--- src/core/serial_cfg.svh ---
`ifndef SERIAL_CFG_SVH
`define SERIAL_CFG_SVH
// index of the last of the 16 samples in a serial bit period
`define OVS_LAST    4'hF
// three vote samples around the middle of a bit
`define VOTE_FIRST  4'h7
`define VOTE_LAST   4'h9
// index of the stop bit in a ten and an eleven bit frame
`define STOP_IDX_10 4'h9
`define STOP_IDX_11 4'hA
// clocks from end of stop bit to done flag, ten bit frame
`define TX_DONE_LAG 2'h2
// divider reload per sample in the fixed-rate mode (4 and 2 clocks per sample), slow and fast
`define FIX_DIV_SLOW 2'h3
`define FIX_DIV_FAST 2'h1
// transmit buffer depth
`define TX_FIFO_DEPTH 16
`endif

--- src/core/serial_pkg.sv ---
package serial_pkg;
    // timer 2 count rate chosen for the timer block
    typedef enum logic [1:0] {PRE_DIV2, PRE_DIV4, PRE_DIV12} prescale_e;
    typedef enum {TX_IDLE, TX_WAIT, TX_SHIFT, TX_LAG} tx_state_e;
    typedef enum {RX_IDLE, RX_BUSY} rx_state_e;
    // two of three vote
    function automatic logic maj3(input logic [2:0] s);
        return (s[0] & s[1]) | (s[0] & s[2]) | (s[1] & s[2]);
    endfunction : maj3
endpackage : serial_pkg

--- src/core/fifo_if.sv ---
`timescale 1ns/1ps
interface fifo_if #(parameter int WIDTH = 8);
    logic [WIDTH-1:0] data;  // word
    logic             valid; // word offered
    logic             ready; // word taken
    modport src (output data, output valid, input ready);
    modport snk (input data, input valid, output ready);
endinterface : fifo_if

--- src/core/serial_fifo.sv ---
`timescale 1ns/1ps
module serial_fifo #(
    parameter int WIDTH = 8,
    parameter int DEPTH = 16
) (
    input wire logic clk, // system clock
    input wire logic rst, // sync reset, high
    fifo_if.snk      wr,  // filling side
    fifo_if.src      rd   // draining side
);
    localparam int AW = $clog2(DEPTH);
    localparam int CW = $clog2(DEPTH + 1);
    logic [WIDTH-1:0] mem [DEPTH];      // storage
    logic [AW-1:0]    wp, next_wp;      // write pointer
    logic [AW-1:0]    rp, next_rp;      // read pointer
    logic [CW-1:0]    cnt, next_cnt;    // words in storage
    logic             outV, next_outV;  // output register full
    logic [WIDTH-1:0] outD, next_outD;  // output register
    logic             push, load;

    assign wr.ready = (cnt != CW'(DEPTH));
    assign rd.valid = outV;
    assign rd.data  = outD;

    // head moves to the output register whenever that slot frees
    always_comb begin
        push      = wr.valid && wr.ready;
        load      = (!outV || rd.ready) && (cnt != '0);
        next_wp   = push ? AW'(wp + 1'b1) : wp;
        next_rp   = load ? AW'(rp + 1'b1) : rp;
        next_cnt  = CW'(cnt + CW'(push) - CW'(load));
        next_outV = load ? 1'b1 : (rd.ready ? 1'b0 : outV);
        next_outD = load ? mem[rp] : outD;
    end

    always_ff @(posedge clk) begin
        if (push) begin
            mem[wp] <= wr.data;
        end
        if (rst) begin
            wp   <= '0;
            rp   <= '0;
            cnt  <= '0;
            outV <= 1'b0;
            outD <= '0;
        end else begin
            wp   <= next_wp;
            rp   <= next_rp;
            cnt  <= next_cnt;
            outV <= next_outV;
            outD <= next_outD;
        end
    end
endmodule : serial_fifo

--- src/core/serial_baud.sv ---
`timescale 1ns/1ps
`include "serial_cfg.svh"
module serial_baud
    import serial_pkg::*;
(
    input  wire logic clk,       // system clock
    input  wire logic rst,       // sync reset, high
    input  wire logic fixedRate, // mode 2 selected
    input  wire logic doubler,   // baud doubler
    input  wire logic txSelT2,   // tx from timer 2
    input  wire logic rxSelT2,   // rx from timer 2
    input  wire logic t1Ovf,     // timer 1 rollover pulse
    input  wire logic t2Ovf,     // timer 2 rollover pulse
    output logic      txTick,    // tx sample enable
    output logic      rxTick     // rx sample enable
);
    logic [1:0] pre, next_pre;   // fixed-rate divider
    logic       half, next_half; // timer 1 halving toggle
    logic       fixTick, t1Tick;

    // outside mode 2, each timer 2 rollover and every second timer 1 rollover (each one with doubler) feed the sixteen-step bit counter
    always_comb begin
        fixTick   = (pre == '0);
        next_pre  = fixTick ? (doubler ? `FIX_DIV_FAST : `FIX_DIV_SLOW)
                            : pre - 2'h1;
        next_half = t1Ovf ? ~half : half;
        t1Tick    = t1Ovf && (doubler || half);
        // timer 2 path ignores the doubler
        txTick = fixedRate ? fixTick : (txSelT2 ? t2Ovf : t1Tick);
        rxTick = fixedRate ? fixTick : (rxSelT2 ? t2Ovf : t1Tick);
    end

    always_ff @(posedge clk) begin
        if (rst) begin
            pre  <= '0;
            half <= 1'b0;
        end else begin
            pre  <= next_pre;
            half <= next_half;
        end
    end
endmodule : serial_baud

--- src/core/serial_port.sv ---
`timescale 1ns/1ps
`include "serial_cfg.svh"
// Notes on behaviour
// - mode 1: start, eight data LSB first, stop
// - mode 1: stop bit goes to ninth flag
// - timer rollover clocks the divide-by-16 counter
// - timer 1 rate halved unless doubler set
// - timer 2 baud unaffected by doubler
// - separate timer 2 selects for tx, rx
// - any select: timer 2 counts clock/2
// - any select: no timer 2 flag, trigger ignored
// - tx starts at first counter rollover after write
// - mode 1 tx done two clocks after stop
// - rx starts on falling edge, 16x sampling
// - start edge resets rx divide-by-16 counter
// - each bit is majority of three mid samples
// - start not confirmed low: abandon frame
// - mid stop: accept only if flag clear, filter
// - after mid stop, await next falling edge
// - modes 2, 3: eleven bit frame, ninth bit
// - ninth transmitted bit from tx ninth control
// - mode 2 rate clock/64 or clock/32
// - mode 2 tx done as stop bit driven
// - modes 2, 3: ninth bit into ninth flag
// - mode 3: mode 2 frames, timer baud
// - two mode bits select mode 0 to 3
// - done flags stay until software clears
// - receive only while receive enable set
module serial_port
    import serial_pkg::*;
(
    input  wire logic       clk,                   // 40 MHz clock
    input  wire logic       rst,                   // sync reset, high
    input  wire logic       modeSelectHi,          // mode bit, upper
    input  wire logic       modeSelectLo,          // mode bit, lower
    input  wire logic       multiprocEnable,       // accept filter
    input  wire logic       rxEnable,              // receive enable
    input  wire logic       txNinthBit,            // ninth tx bit
    input  wire logic       baudDoubler,           // rate doubler
    input  wire logic       txClockFromTimer2Sel,  // tx on timer 2
    input  wire logic       rxClockFromTimer2Sel,  // rx on timer 2
    input  wire logic       timer2ClockRateBit,    // 1: clk/4
    input  wire logic       timer1Overflow,        // t1 rollover
    input  wire logic       timer2Overflow,        // t2 rollover
    input  wire logic       timer2ExtTrigger,      // reload pin
    input  wire logic [7:0] txData,                // word to send
    input  wire logic       txValid,               // word offered
    output logic            txReady,               // buffer room
    input  wire logic       txDoneClr,             // clear tx flag
    input  wire logic       rxDoneClr,             // clear rx flag
    output logic [7:0]      serialBuffer,          // received byte
    output logic            rxNinthBit,            // ninth rx bit
    output logic            txDoneFlag,            // tx done flag
    output logic            rxDoneFlag,            // rx done flag
    output prescale_e       timer2Prescale,        // t2 count rate
    output logic            timer2OverflowFlagSet, // set t2 flag
    output logic            timer2ExtTriggerGated, // trigger passed
    input  wire logic       rxd,                   // serial in pin
    output logic            txd                    // serial out pin
);
    // mode decode
    logic       anyAsync;  // modes 1 to 3
    logic       nineBit;   // modes 2 and 3
    logic       isMode1;   // ten bit frame
    logic       anyT2Sel;  // timer 2 drives a direction
    logic [3:0] stopIdx;   // frame position of stop bit

    always_comb begin
        anyAsync = modeSelectHi | modeSelectLo;
        nineBit  = modeSelectHi;
        isMode1  = !modeSelectHi && modeSelectLo;
        anyT2Sel = txClockFromTimer2Sel | rxClockFromTimer2Sel;
        stopIdx  = nineBit ? `STOP_IDX_11 : `STOP_IDX_10;
    end

    // pin synchronisers; only the second stage is looked at
    logic rxMeta, rxSync;  // serial input
    logic trgMeta, trgSync; // reload trigger input

    always_ff @(posedge clk) begin
        if (rst) begin
            rxMeta  <= 1'b1;
            rxSync  <= 1'b1;
            trgMeta <= 1'b0;
            trgSync <= 1'b0;
        end else begin
            rxMeta  <= rxd;
            rxSync  <= rxMeta;
            trgMeta <= timer2ExtTrigger;
            trgSync <= trgMeta;
        end
    end

    // timer 2 hooks: baud use takes over its rate and flag
    always_comb begin
        if (anyT2Sel) begin
            timer2Prescale = PRE_DIV2;
        end else if (timer2ClockRateBit) begin
            timer2Prescale = PRE_DIV4;
        end else begin
            timer2Prescale = PRE_DIV12;
        end
        timer2OverflowFlagSet = timer2Overflow && !anyT2Sel;
        timer2ExtTriggerGated = trgSync && !anyT2Sel;
    end

    // sample enables per direction
    logic txTick; // tx sixteenth-bit enable
    logic rxTick; // rx sixteenth-bit enable

    serial_baud u_baud (
        .clk       (clk),
        .rst       (rst),
        .fixedRate (modeSelectHi && !modeSelectLo),
        .doubler   (baudDoubler),
        .txSelT2   (txClockFromTimer2Sel),
        .rxSelT2   (rxClockFromTimer2Sel),
        .t1Ovf     (timer1Overflow),
        .t2Ovf     (timer2Overflow),
        .txTick    (txTick),
        .rxTick    (rxTick)
    );

    // transmit buffer; a full buffer stalls the writer via txReady
    fifo_if #(.WIDTH(8)) fillSide ();
    fifo_if #(.WIDTH(8)) drainSide ();

    assign fillSide.data  = txData;
    assign fillSide.valid = txValid;
    assign txReady        = fillSide.ready;

    serial_fifo #(.WIDTH(8), .DEPTH(`TX_FIFO_DEPTH)) u_txbuf (
        .clk (clk),
        .rst (rst),
        .wr  (fillSide.snk),
        .rd  (drainSide.src)
    );

    // transmitter
    tx_state_e   txState, next_txState; // tx sequencer
    logic [3:0]  txCnt, next_txCnt;     // free divide-by-16
    logic [3:0]  txIdx, next_txIdx;     // frame position
    logic [10:0] txShift, next_txShift; // frame bits, start first
    logic [1:0]  txLag, next_txLag;     // done delay, ten bit frame
    logic        next_txd;              // line value
    logic        txRoll;                // counter rollover
    logic        txSet;                 // raise tx done

    assign drainSide.ready = (txState == TX_IDLE) && anyAsync;

    // frame is loaded on pop, then waits for a counter rollover
    always_comb begin
        txRoll       = txTick && (txCnt == `OVS_LAST);
        next_txCnt   = txTick ? txCnt + 4'h1 : txCnt;
        next_txState = txState;
        next_txIdx   = txIdx;
        next_txShift = txShift;
        next_txLag   = txLag;
        next_txd     = txd;
        txSet        = 1'b0;
        unique case (txState)
            TX_IDLE: begin
                next_txd = 1'b1;
                if (drainSide.valid && anyAsync) begin
                    // stop, ninth, data LSB first, start
                    next_txShift = {1'b1, txNinthBit,
                                    drainSide.data, 1'b0};
                    next_txState = TX_WAIT;
                end
            end
            TX_WAIT: begin
                if (txRoll) begin
                    next_txd     = txShift[0];
                    next_txIdx   = 4'h0;
                    next_txState = TX_SHIFT;
                end
            end
            TX_SHIFT: begin
                if (txRoll) begin
                    if (txIdx == stopIdx) begin
                        // stop bit has run its full time
                        next_txd = 1'b1;
                        if (isMode1) begin
                            next_txLag   = `TX_DONE_LAG;
                            next_txState = TX_LAG;
                        end else begin
                            next_txState = TX_IDLE;
                        end
                    end else begin
                        next_txIdx = txIdx + 4'h1;
                        // in ten bit frames index 9 is the stop bit
                        next_txd = (txIdx + 4'h1 == stopIdx) ? 1'b1
                                 : txShift[txIdx + 4'h1];
                        // eleven bit frames flag as stop starts
                        txSet = nineBit
                             && (txIdx + 4'h1 == stopIdx);
                    end
                end
            end
            TX_LAG: begin
                next_txd   = 1'b1;
                next_txLag = txLag - 2'h1;
                if (txLag == 2'h1) begin
                    txSet        = 1'b1;
                    next_txState = TX_IDLE;
                end
            end
        endcase
    end

    always_ff @(posedge clk) begin
        if (rst) begin
            txState <= TX_IDLE;
            txCnt   <= 4'h0;
            txIdx   <= 4'h0;
            txShift <= 11'h7FF;
            txLag   <= 2'h0;
            txd     <= 1'b1;
        end else begin
            txState <= next_txState;
            txCnt   <= next_txCnt;
            txIdx   <= next_txIdx;
            txShift <= next_txShift;
            txLag   <= next_txLag;
            txd     <= next_txd;
        end
    end

    // receiver
    rx_state_e  rxState, next_rxState; // rx sequencer
    logic [3:0] rxCnt, next_rxCnt;     // divide-by-16, edge aligned
    logic [3:0] rxIdx, next_rxIdx;     // frame position
    logic [2:0] votes, next_votes;     // mid-bit samples
    logic [8:0] rxShift, next_rxShift; // data then ninth bit
    logic       rxPrev, next_rxPrev;   // line at last sample
    logic [7:0] next_serialBuffer;
    logic       next_rxNinthBit;
    logic       bitVal;                // voted bit
    logic       voteNow;               // last vote sample
    logic       tagBit;                // bit seen by the filter
    logic       rxSet;                 // frame accepted

    // sampling runs only on rx enables; edge resets the counter
    always_comb begin
        next_rxState      = rxState;
        next_rxCnt        = rxCnt;
        next_rxIdx        = rxIdx;
        next_votes        = votes;
        next_rxShift      = rxShift;
        next_rxPrev       = rxTick ? rxSync : rxPrev;
        next_serialBuffer = serialBuffer;
        next_rxNinthBit   = rxNinthBit;
        voteNow           = rxTick && (rxCnt == `VOTE_LAST);
        bitVal            = maj3({votes[1:0], rxSync});
        // ten bit frames filter on stop, eleven on ninth bit
        tagBit = nineBit ? rxShift[8] : bitVal;
        rxSet  = 1'b0;
        unique case (rxState)
            RX_IDLE: begin
                if (rxTick && rxEnable && anyAsync
                    && rxPrev && !rxSync) begin
                    next_rxCnt   = 4'h1;
                    next_rxIdx   = 4'h0;
                    next_rxState = RX_BUSY;
                end
            end
            RX_BUSY: begin
                if (rxTick) begin
                    next_rxCnt = rxCnt + 4'h1;
                end
                if (rxTick && rxCnt >= `VOTE_FIRST
                    && rxCnt <= `VOTE_LAST) begin
                    next_votes = {votes[1:0], rxSync};
                end
                if (!rxEnable || !anyAsync) begin
                    next_rxState = RX_IDLE;
                end else if (voteNow) begin
                    if (rxIdx == 4'h0) begin
                        if (bitVal) begin
                            next_rxState = RX_IDLE;
                        end
                        next_rxIdx = 4'h1;
                    end else if (rxIdx == stopIdx) begin
                        if (!rxDoneFlag
                            && (!multiprocEnable || tagBit)) begin
                            rxSet = 1'b1;
                            next_serialBuffer = nineBit ? rxShift[7:0]
                                                        : rxShift[8:1];
                            next_rxNinthBit = tagBit;
                        end
                        next_rxState = RX_IDLE;
                    end else begin
                        next_rxShift = {bitVal, rxShift[8:1]};
                        next_rxIdx   = rxIdx + 4'h1;
                    end
                end
            end
        endcase
    end

    always_ff @(posedge clk) begin
        if (rst) begin
            rxState      <= RX_IDLE;
            rxCnt        <= 4'h0;
            rxIdx        <= 4'h0;
            votes        <= 3'h7;
            rxShift      <= 9'h000;
            rxPrev       <= 1'b1;
            serialBuffer <= 8'h00;
            rxNinthBit   <= 1'b0;
        end else begin
            rxState      <= next_rxState;
            rxCnt        <= next_rxCnt;
            rxIdx        <= next_rxIdx;
            votes        <= next_votes;
            rxShift      <= next_rxShift;
            rxPrev       <= next_rxPrev;
            serialBuffer <= next_serialBuffer;
            rxNinthBit   <= next_rxNinthBit;
        end
    end

    // done flags: a set in the clearing cycle wins
    logic next_txDoneFlag, next_rxDoneFlag;

    always_comb begin
        next_txDoneFlag = txSet || (txDoneFlag && !txDoneClr);
        next_rxDoneFlag = rxSet || (rxDoneFlag && !rxDoneClr);
    end

    always_ff @(posedge clk) begin
        if (rst) begin
            txDoneFlag <= 1'b0;
            rxDoneFlag <= 1'b0;
        end else begin
            txDoneFlag <= next_txDoneFlag;
            rxDoneFlag <= next_rxDoneFlag;
        end
    end
endmodule : serial_port

--- config.mk ---
export PLATFORM = sky130hd
export DESIGN_NAME = serial_port
export DESIGN_NICKNAME = d
export VERILOG_FILES = /design/src/core/serial_pkg.sv /design/src/core/fifo_if.sv /design/src/core/serial_fifo.sv /design/src/core/serial_baud.sv /design/src/core/serial_port.sv
export VERILOG_INCLUDE_DIRS = /design/src /design/src/core
export SDC_FILE = /design/constraint.sdc
export NUM_CORES = 1
export LEC_CHECK = 0
export BUFFER_PORTS_ARGS = -buffer_cell sky130_fd_sc_hd__buf_4
export CAP_MARGIN = 20
export CORE_ASPECT_RATIO = 2
export CORE_UTILIZATION = 50
export DETAILED_ROUTE_END_ITERATION = 8
export GPL_ROUTABILITY_DRIVEN = 0
export GPL_TIMING_DRIVEN = 0
export PLACE_DENSITY = 0.67
export SETUP_SLACK_MARGIN = 0.1
export SLEW_MARGIN = 10
export SYNTH_ARGS = -nofsm -noshare
export SYNTH_HDL_FRONTEND = slang
export SYNTH_SLANG_ARGS = --single-unit
--- constraint.sdc ---
create_clock -name clk -period 3.7 [get_ports clk]
set_clock_uncertainty 0.05 [all_clocks]
set_input_delay 0 -clock clk [delete_from_list [all_inputs] [get_ports clk]]
set_output_delay 0 -clock clk [all_outputs]
set_load 0.02 [all_outputs]
Yosys cells after proc, flatten, opt, wreduce, memory -nomap -nowiden
Memories as Yosys holds them, arrays and structs flattened. A register that Yosys moved wholly into a read port is not among the register bits. Cells that the tools add are included. W data, S select, Z words.

Flip-flop bits (word level): 137. RAM bits: 128. Input bits: 26. Output and inout port bits: 17. Logic and storage cells: 199. Memories kept: 1.

Memories: u_txbuf.mem (depth 16, bits a word 8, rd ports 1, clocked after memory_dff 1, wr ports 1, RTL line serial_fifo.sv:13) `logic [WIDTH-1:0] mem [DEPTH];`.

$add $sub $neg: 10. Order comparisons: 3. Equality and inequality tests: 26. Mux-type cells: 63. Bitwise logic cells: 11. Reductions and logical operators: 59.

Operators with widths (count): $mux W32 (11); $pmux W32 S4 (1); $logic_not A32 Y1 (3); $eq A32 B1 Y1 const B (2); $eq A32 B2 Y1 const B (2); $pmux W32 S2 (1); $mux W4 (10); $add A4 B1 Y4 const B (6); $pmux W4 S2 (3); $mux W1 (23); $ne A2 B2 Y1 const B (11); $logic_and A1 B1 Y1 (21); $mux W2 (9); $reduce_and A4 Y1 (4); $eq A4 B4 Y1 (3); $logic_not A1 Y1 (11); $reduce_and A5 Y1 (2); $eq A4 B4 Y1 const B (2); $mux W8 (1); $ne A4 B4 Y1 const B (2); $reduce_and A2 Y1 (4); $logic_or A1 B1 Y1 (6); $ne A3 B3 Y1 const B (2); $reduce_and A6 Y1 (1); other kinds (20) (31).

Logic depth before layout (Yosys ltp)
Word-level depth: 13. Gate-level depth with buffers: 15. Mapped depth without buffers: 14.

Cells and area by module
Synthesis repeated with hierarchy kept, for this count alone.

Cells, all modules: 664. Area total of the unflattened synthesis: 9092.5 sq um.

Modules (own cells, without submodules): serial_fifo (times used 1, cells each 323, area an instance 5995.8 sq um, sequential area each 4284.1 sq um); serial_port (times used 1, cells each 325, area an instance 2960.3 sq um, sequential area each 1181.1 sq um); serial_baud (times used 1, cells each 16, area an instance 136.4 sq um, sequential area each 60.1 sq um).

Least setup slack after synthesis
Ideal clock, no wire load.

Kind: reg2reg. From: register u_txbuf.cnt[3]. To: register u_txbuf.cnt[4]. Library setup time: 70 ps. Arrival time: 2525 ps. Data required time: 3580 ps. Setup slack: 1055 ps. Cell stages (with the launch flop): 16. Path buffers: 1. Clock period less this slack: 2645 ps. Path through: dfxtp_1 inv_1 ha_1 nor4b_1 a21oi_1 buf_4 ha_1 inv_1 ha_1 inv_1 fa_1 inv_1 a21oi_1 nor2_1 or3_1 a21oi_1.

Elaborated cells on any way between the ends: 6. Those cells by class: add/sub (2); eq/ne (1); reduce/logical (3).

RTL lines: start: declaration (RTL line serial_fifo.sv:16) `logic [CW-1:0] cnt, next_cnt;`; start signal: assignment (RTL line serial_fifo.sv:49) `cnt <= next_cnt;`; $reduce_bool A5 Y1 (RTL line serial_fifo.sv:28) `load = (!outV || rd.ready) && (cnt != '0);`; $logic_and A1 B1 Y1 (RTL line serial_fifo.sv:28); net u_txbuf.load (RTL line serial_fifo.sv:19) `logic push, load;`; $sub A5 B1 Y5 (RTL line serial_fifo.sv:31) `next_cnt = CW'(cnt + CW'(push) - CW'(load));`.

The timed path passes the listed nets, and every way through them passes these cells. A chain may end at the register's enable or synchronous reset.

Final worst setup path
Ends and elaborated chain as after synthesis.

==> impl_results.md <==
* Status: finished with violations
* Failing checks: design-rule violations
* Register area share after synthesis at 0.6029
* Post-Syn Area at 9164 um2
* Slew margin rel. at 0.4760
* CP arrival at 3.54 ns
* Remaining Overflow, GRT at 0
* Largest net degree at the start of global routing at 17
* Layout cell share with drive strength beyond 1 at 0.1386
* First-pass GRT wire length at 31440 um
* Fmax at 315.9 MHz
* I/O pins at 43
* Root buf cell: clkbuf_16
* Slew Limit Fails at 0
* Detailed placement HPWL at 14940 um
* Mean Syn Cell Area at 13.72 um2
* Post-CTS Setup Inserts at 0
* Die Height at 193.5 um
* CTS sink cnt at 212
* Inserted Clock Buffers at 20
* Tot Pwr at 6391 uW
* RSZ-0062 raised after global routing: false
* Most frequent cells in the layout: edfxtp_1, dfxtp_1, nor2_1, nand2_1, buf_4
* Antenna Nets Post-Route at 0
* Setup Viol. Count Final at 0
* Final Hold Viols at 0
* Max VDD drop at 0.4279 mV
* Count of input and output buffers at 42
* Most common cell type on the critical path: inv_1
* Drt total wl at 20000 um
* Post-Syn Instances at 668
* Setup slack after placement at 0.5751 ns
* Per-cell routed wire length at 20.45 um
* Clk buf depth at 3
* Final period util at 0.8556
* Die area at 18910 um2
* Pwr/cell area at 601.9 nW/um2
* Clock slew at reported path FFs at 0.06 ns
* Setup TNS at 0 ns
* Max_cap viols at 0
* Synth-to-layout area growth at 15.88%
* Async SR Flop Fraction at 0
* Hold WS at 0.02179 ns
* Row cnt at 69
* Iter 0 DRT Violations at 173
* Crit Reg-Reg Endpoint: u_txbuf.cnt[4]
* Nets at 803
* Worst Hold End: txd
* Via count at 5622
* HP Class: primary input to flip-flop
* CTS tree: done
* Later-pin clock latency in the skew report at 0.49 ns
* Setup CP Type: flip-flop to flip-flop
* Yosys cell types at 63
* Yosys reg bits at 212
* Critical Path Start Type: flip-flop
* Worst r2r path cells at 15
* Crit Reg-Reg Startpoint: u_txbuf.cnt[3]
* Worst path slowest cell: nor4b_1
* H-tree depth at 1
* Post-DR vias/cell at 5.748
* Initial Util at 0.5128
* Mapped Nets at 719
* Period minus WS final at 3.166 ns
* Gr usage total at 0.2186
* Pre-antenna DRT Iters at 6
* Main synth FF type: edfxtp_1
* Crit-path cells: inv_1 -> ha_1 -> nor4b_1 -> a21oi_1 -> buf_4 -> ha_1 -> inv_1 -> ha_1 -> inv_1 -> fa_1 -> inv_1 -> a21oi_1 -> nor2_1 -> or3_1 -> a21oi_1
* Worst setup margin at 0.5341 ns
* Synth warn at 0
* Pleak at 0.003830 uW
* CP Max Fanout at 10
* WP data required at 4.07 ns
* Hold depth at 5
* Hold_sp: rst
* Number of synthesized flops with an enable pin at 128
* Initial antenna violation count at 0
* Most common cell after layout, fill and taps aside: edfxtp_1
* Max incr delay on CP at 0.46 ns
* Number of global-route vias before repair at 6041
* DRC at 8
* Die X at 97.73 um
* Element type at the critical path end: flip-flop
* Antenna Cells at 0
* Reg-to-reg slack, setup at 0.53 ns
* Total core area at 17870 um2
* Slew @ Worst Pin at 0.7777 ns
-- cell type report --
cell class,count,area (um2)
Timing Repair Buffer,62,505.5
Inverter,22,82.58
Sequential cell,212,5525
Tap cell,213,266.5
Clock buffer,26,554.3
Buffer,33,173.9
Fill cell,1398,7252
Clock inverter,9,118.9
Multi-Input combinational cell,401,3392
-- power breakdown --
| part | internal, uW | leakage (uW) | switching, uW |
|---|---|---|---|
| logic | 709 | 0.00166 | 790 |
| clock network | 1260 | 0.000326 | 834 |
| registers | 2690 | 0.00184 | 106 |
| total | 4660 | 0.00383 | 1730 |
-- repair_timing --
item,CTS,global route
endpoints found under the hold margin,146,0
resized for setup,0,0
hold buffers,18,0
-- worst max path at each step --
stage / slack (ns) / endpoint / cells past startpoint / startpoint
2_1_floorplan: 1.05 / u_txbuf.cnt[4] / 15 / u_txbuf.cnt[3]
3_3_place_gp: 0.64 / u_txbuf.cnt[4] / 15 / u_txbuf.cnt[2]
3_5_place_dp: 0.58 / u_txbuf.cnt[4] / 15 / u_txbuf.cnt[3]
4_1_cts: 0.54 / u_txbuf.cnt[4] / 15 / u_txbuf.cnt[3]
5_1_grt: 0.26 / u_txbuf.cnt[4] / 15 / u_txbuf.cnt[2]
6_report: 0.53 / u_txbuf.cnt[4] / 15 / u_txbuf.cnt[3]
-- synth_stat cells (all sizes together) (10+ instances only) --
cell	count	area [um2]
mux2i	34	340.3
nor2	78	300.3
dfxtp	84	1682
a21oi	19	98.85
nand2	47	176.4
mux4	42	1059
buf	12	95.07
edfxtp	128	3844
nor2b	10	62.56
inv	22	82.58
ha	24	300.3
a211oi	12	95.09
o21ai	21	108.9
nand3	19	95.09
clkbuf	21	78.83
-- critical path: cells and delay by family, from the launching register on --
kind	cells	cell delay (ns)
and+or+nand+nor	3	0.87
adders and majority gates	4	0.87
buffers and inverters	5	0.50
AOI/OAI and AO/OA	3	0.48
DFF	1	0.32
-- stage by stage --
| step | util | std cells | area, um2 |
|---|---|---|---|
| floorplan | - | 668 | 9164 |
| global placement | 0.5453 | 923 | 9746 |
| detailed placement | 0.5456 | 924 | 9751 |
| CTS | 0.5934 | 977 | 10600 |
| global route | 0.5942 | 978 | 10620 |
| finish | 0.5942 | 978 | 10620 |
-- state kept, by name, indices dropped and copies added, names as in the netlist, 5 cells and up --
name and count:
u_txbuf.mem 128, serialBuffer 8, txShift 10, rxShift 9
u_txbuf.cnt 5, u_txbuf.rd.data 8
-- cell families (layout without fill, tap and decap cells) --
kind of cell	Yosys count	after routing	synth area share
compound gates	74	74	0.05393
buf+inv	55	152	0.02799
fa+ha+maj	26	26	0.03605
xor+xnor	15	15	0.01434
flops	212	212	0.6029
simple gates	209	209	0.1109
mux	77	77	0.1539
-- layer usage --
layer | wire, um | track usage | vias to the layer above | part of all wire
met3 | 526 | 0.02421 | 56 | 0.026
met4 | 1214 | 0.1341 | 0 | 0.061
met5 | 0 | 0 | - | 0
met1 | 6243 | 0.1859 | 2768 | 0.31
li1 | - | - | 2675 | -
met2 | 12020 | 0.4560 | 123 | 0.60
Power figures use the tool's default switching activity.
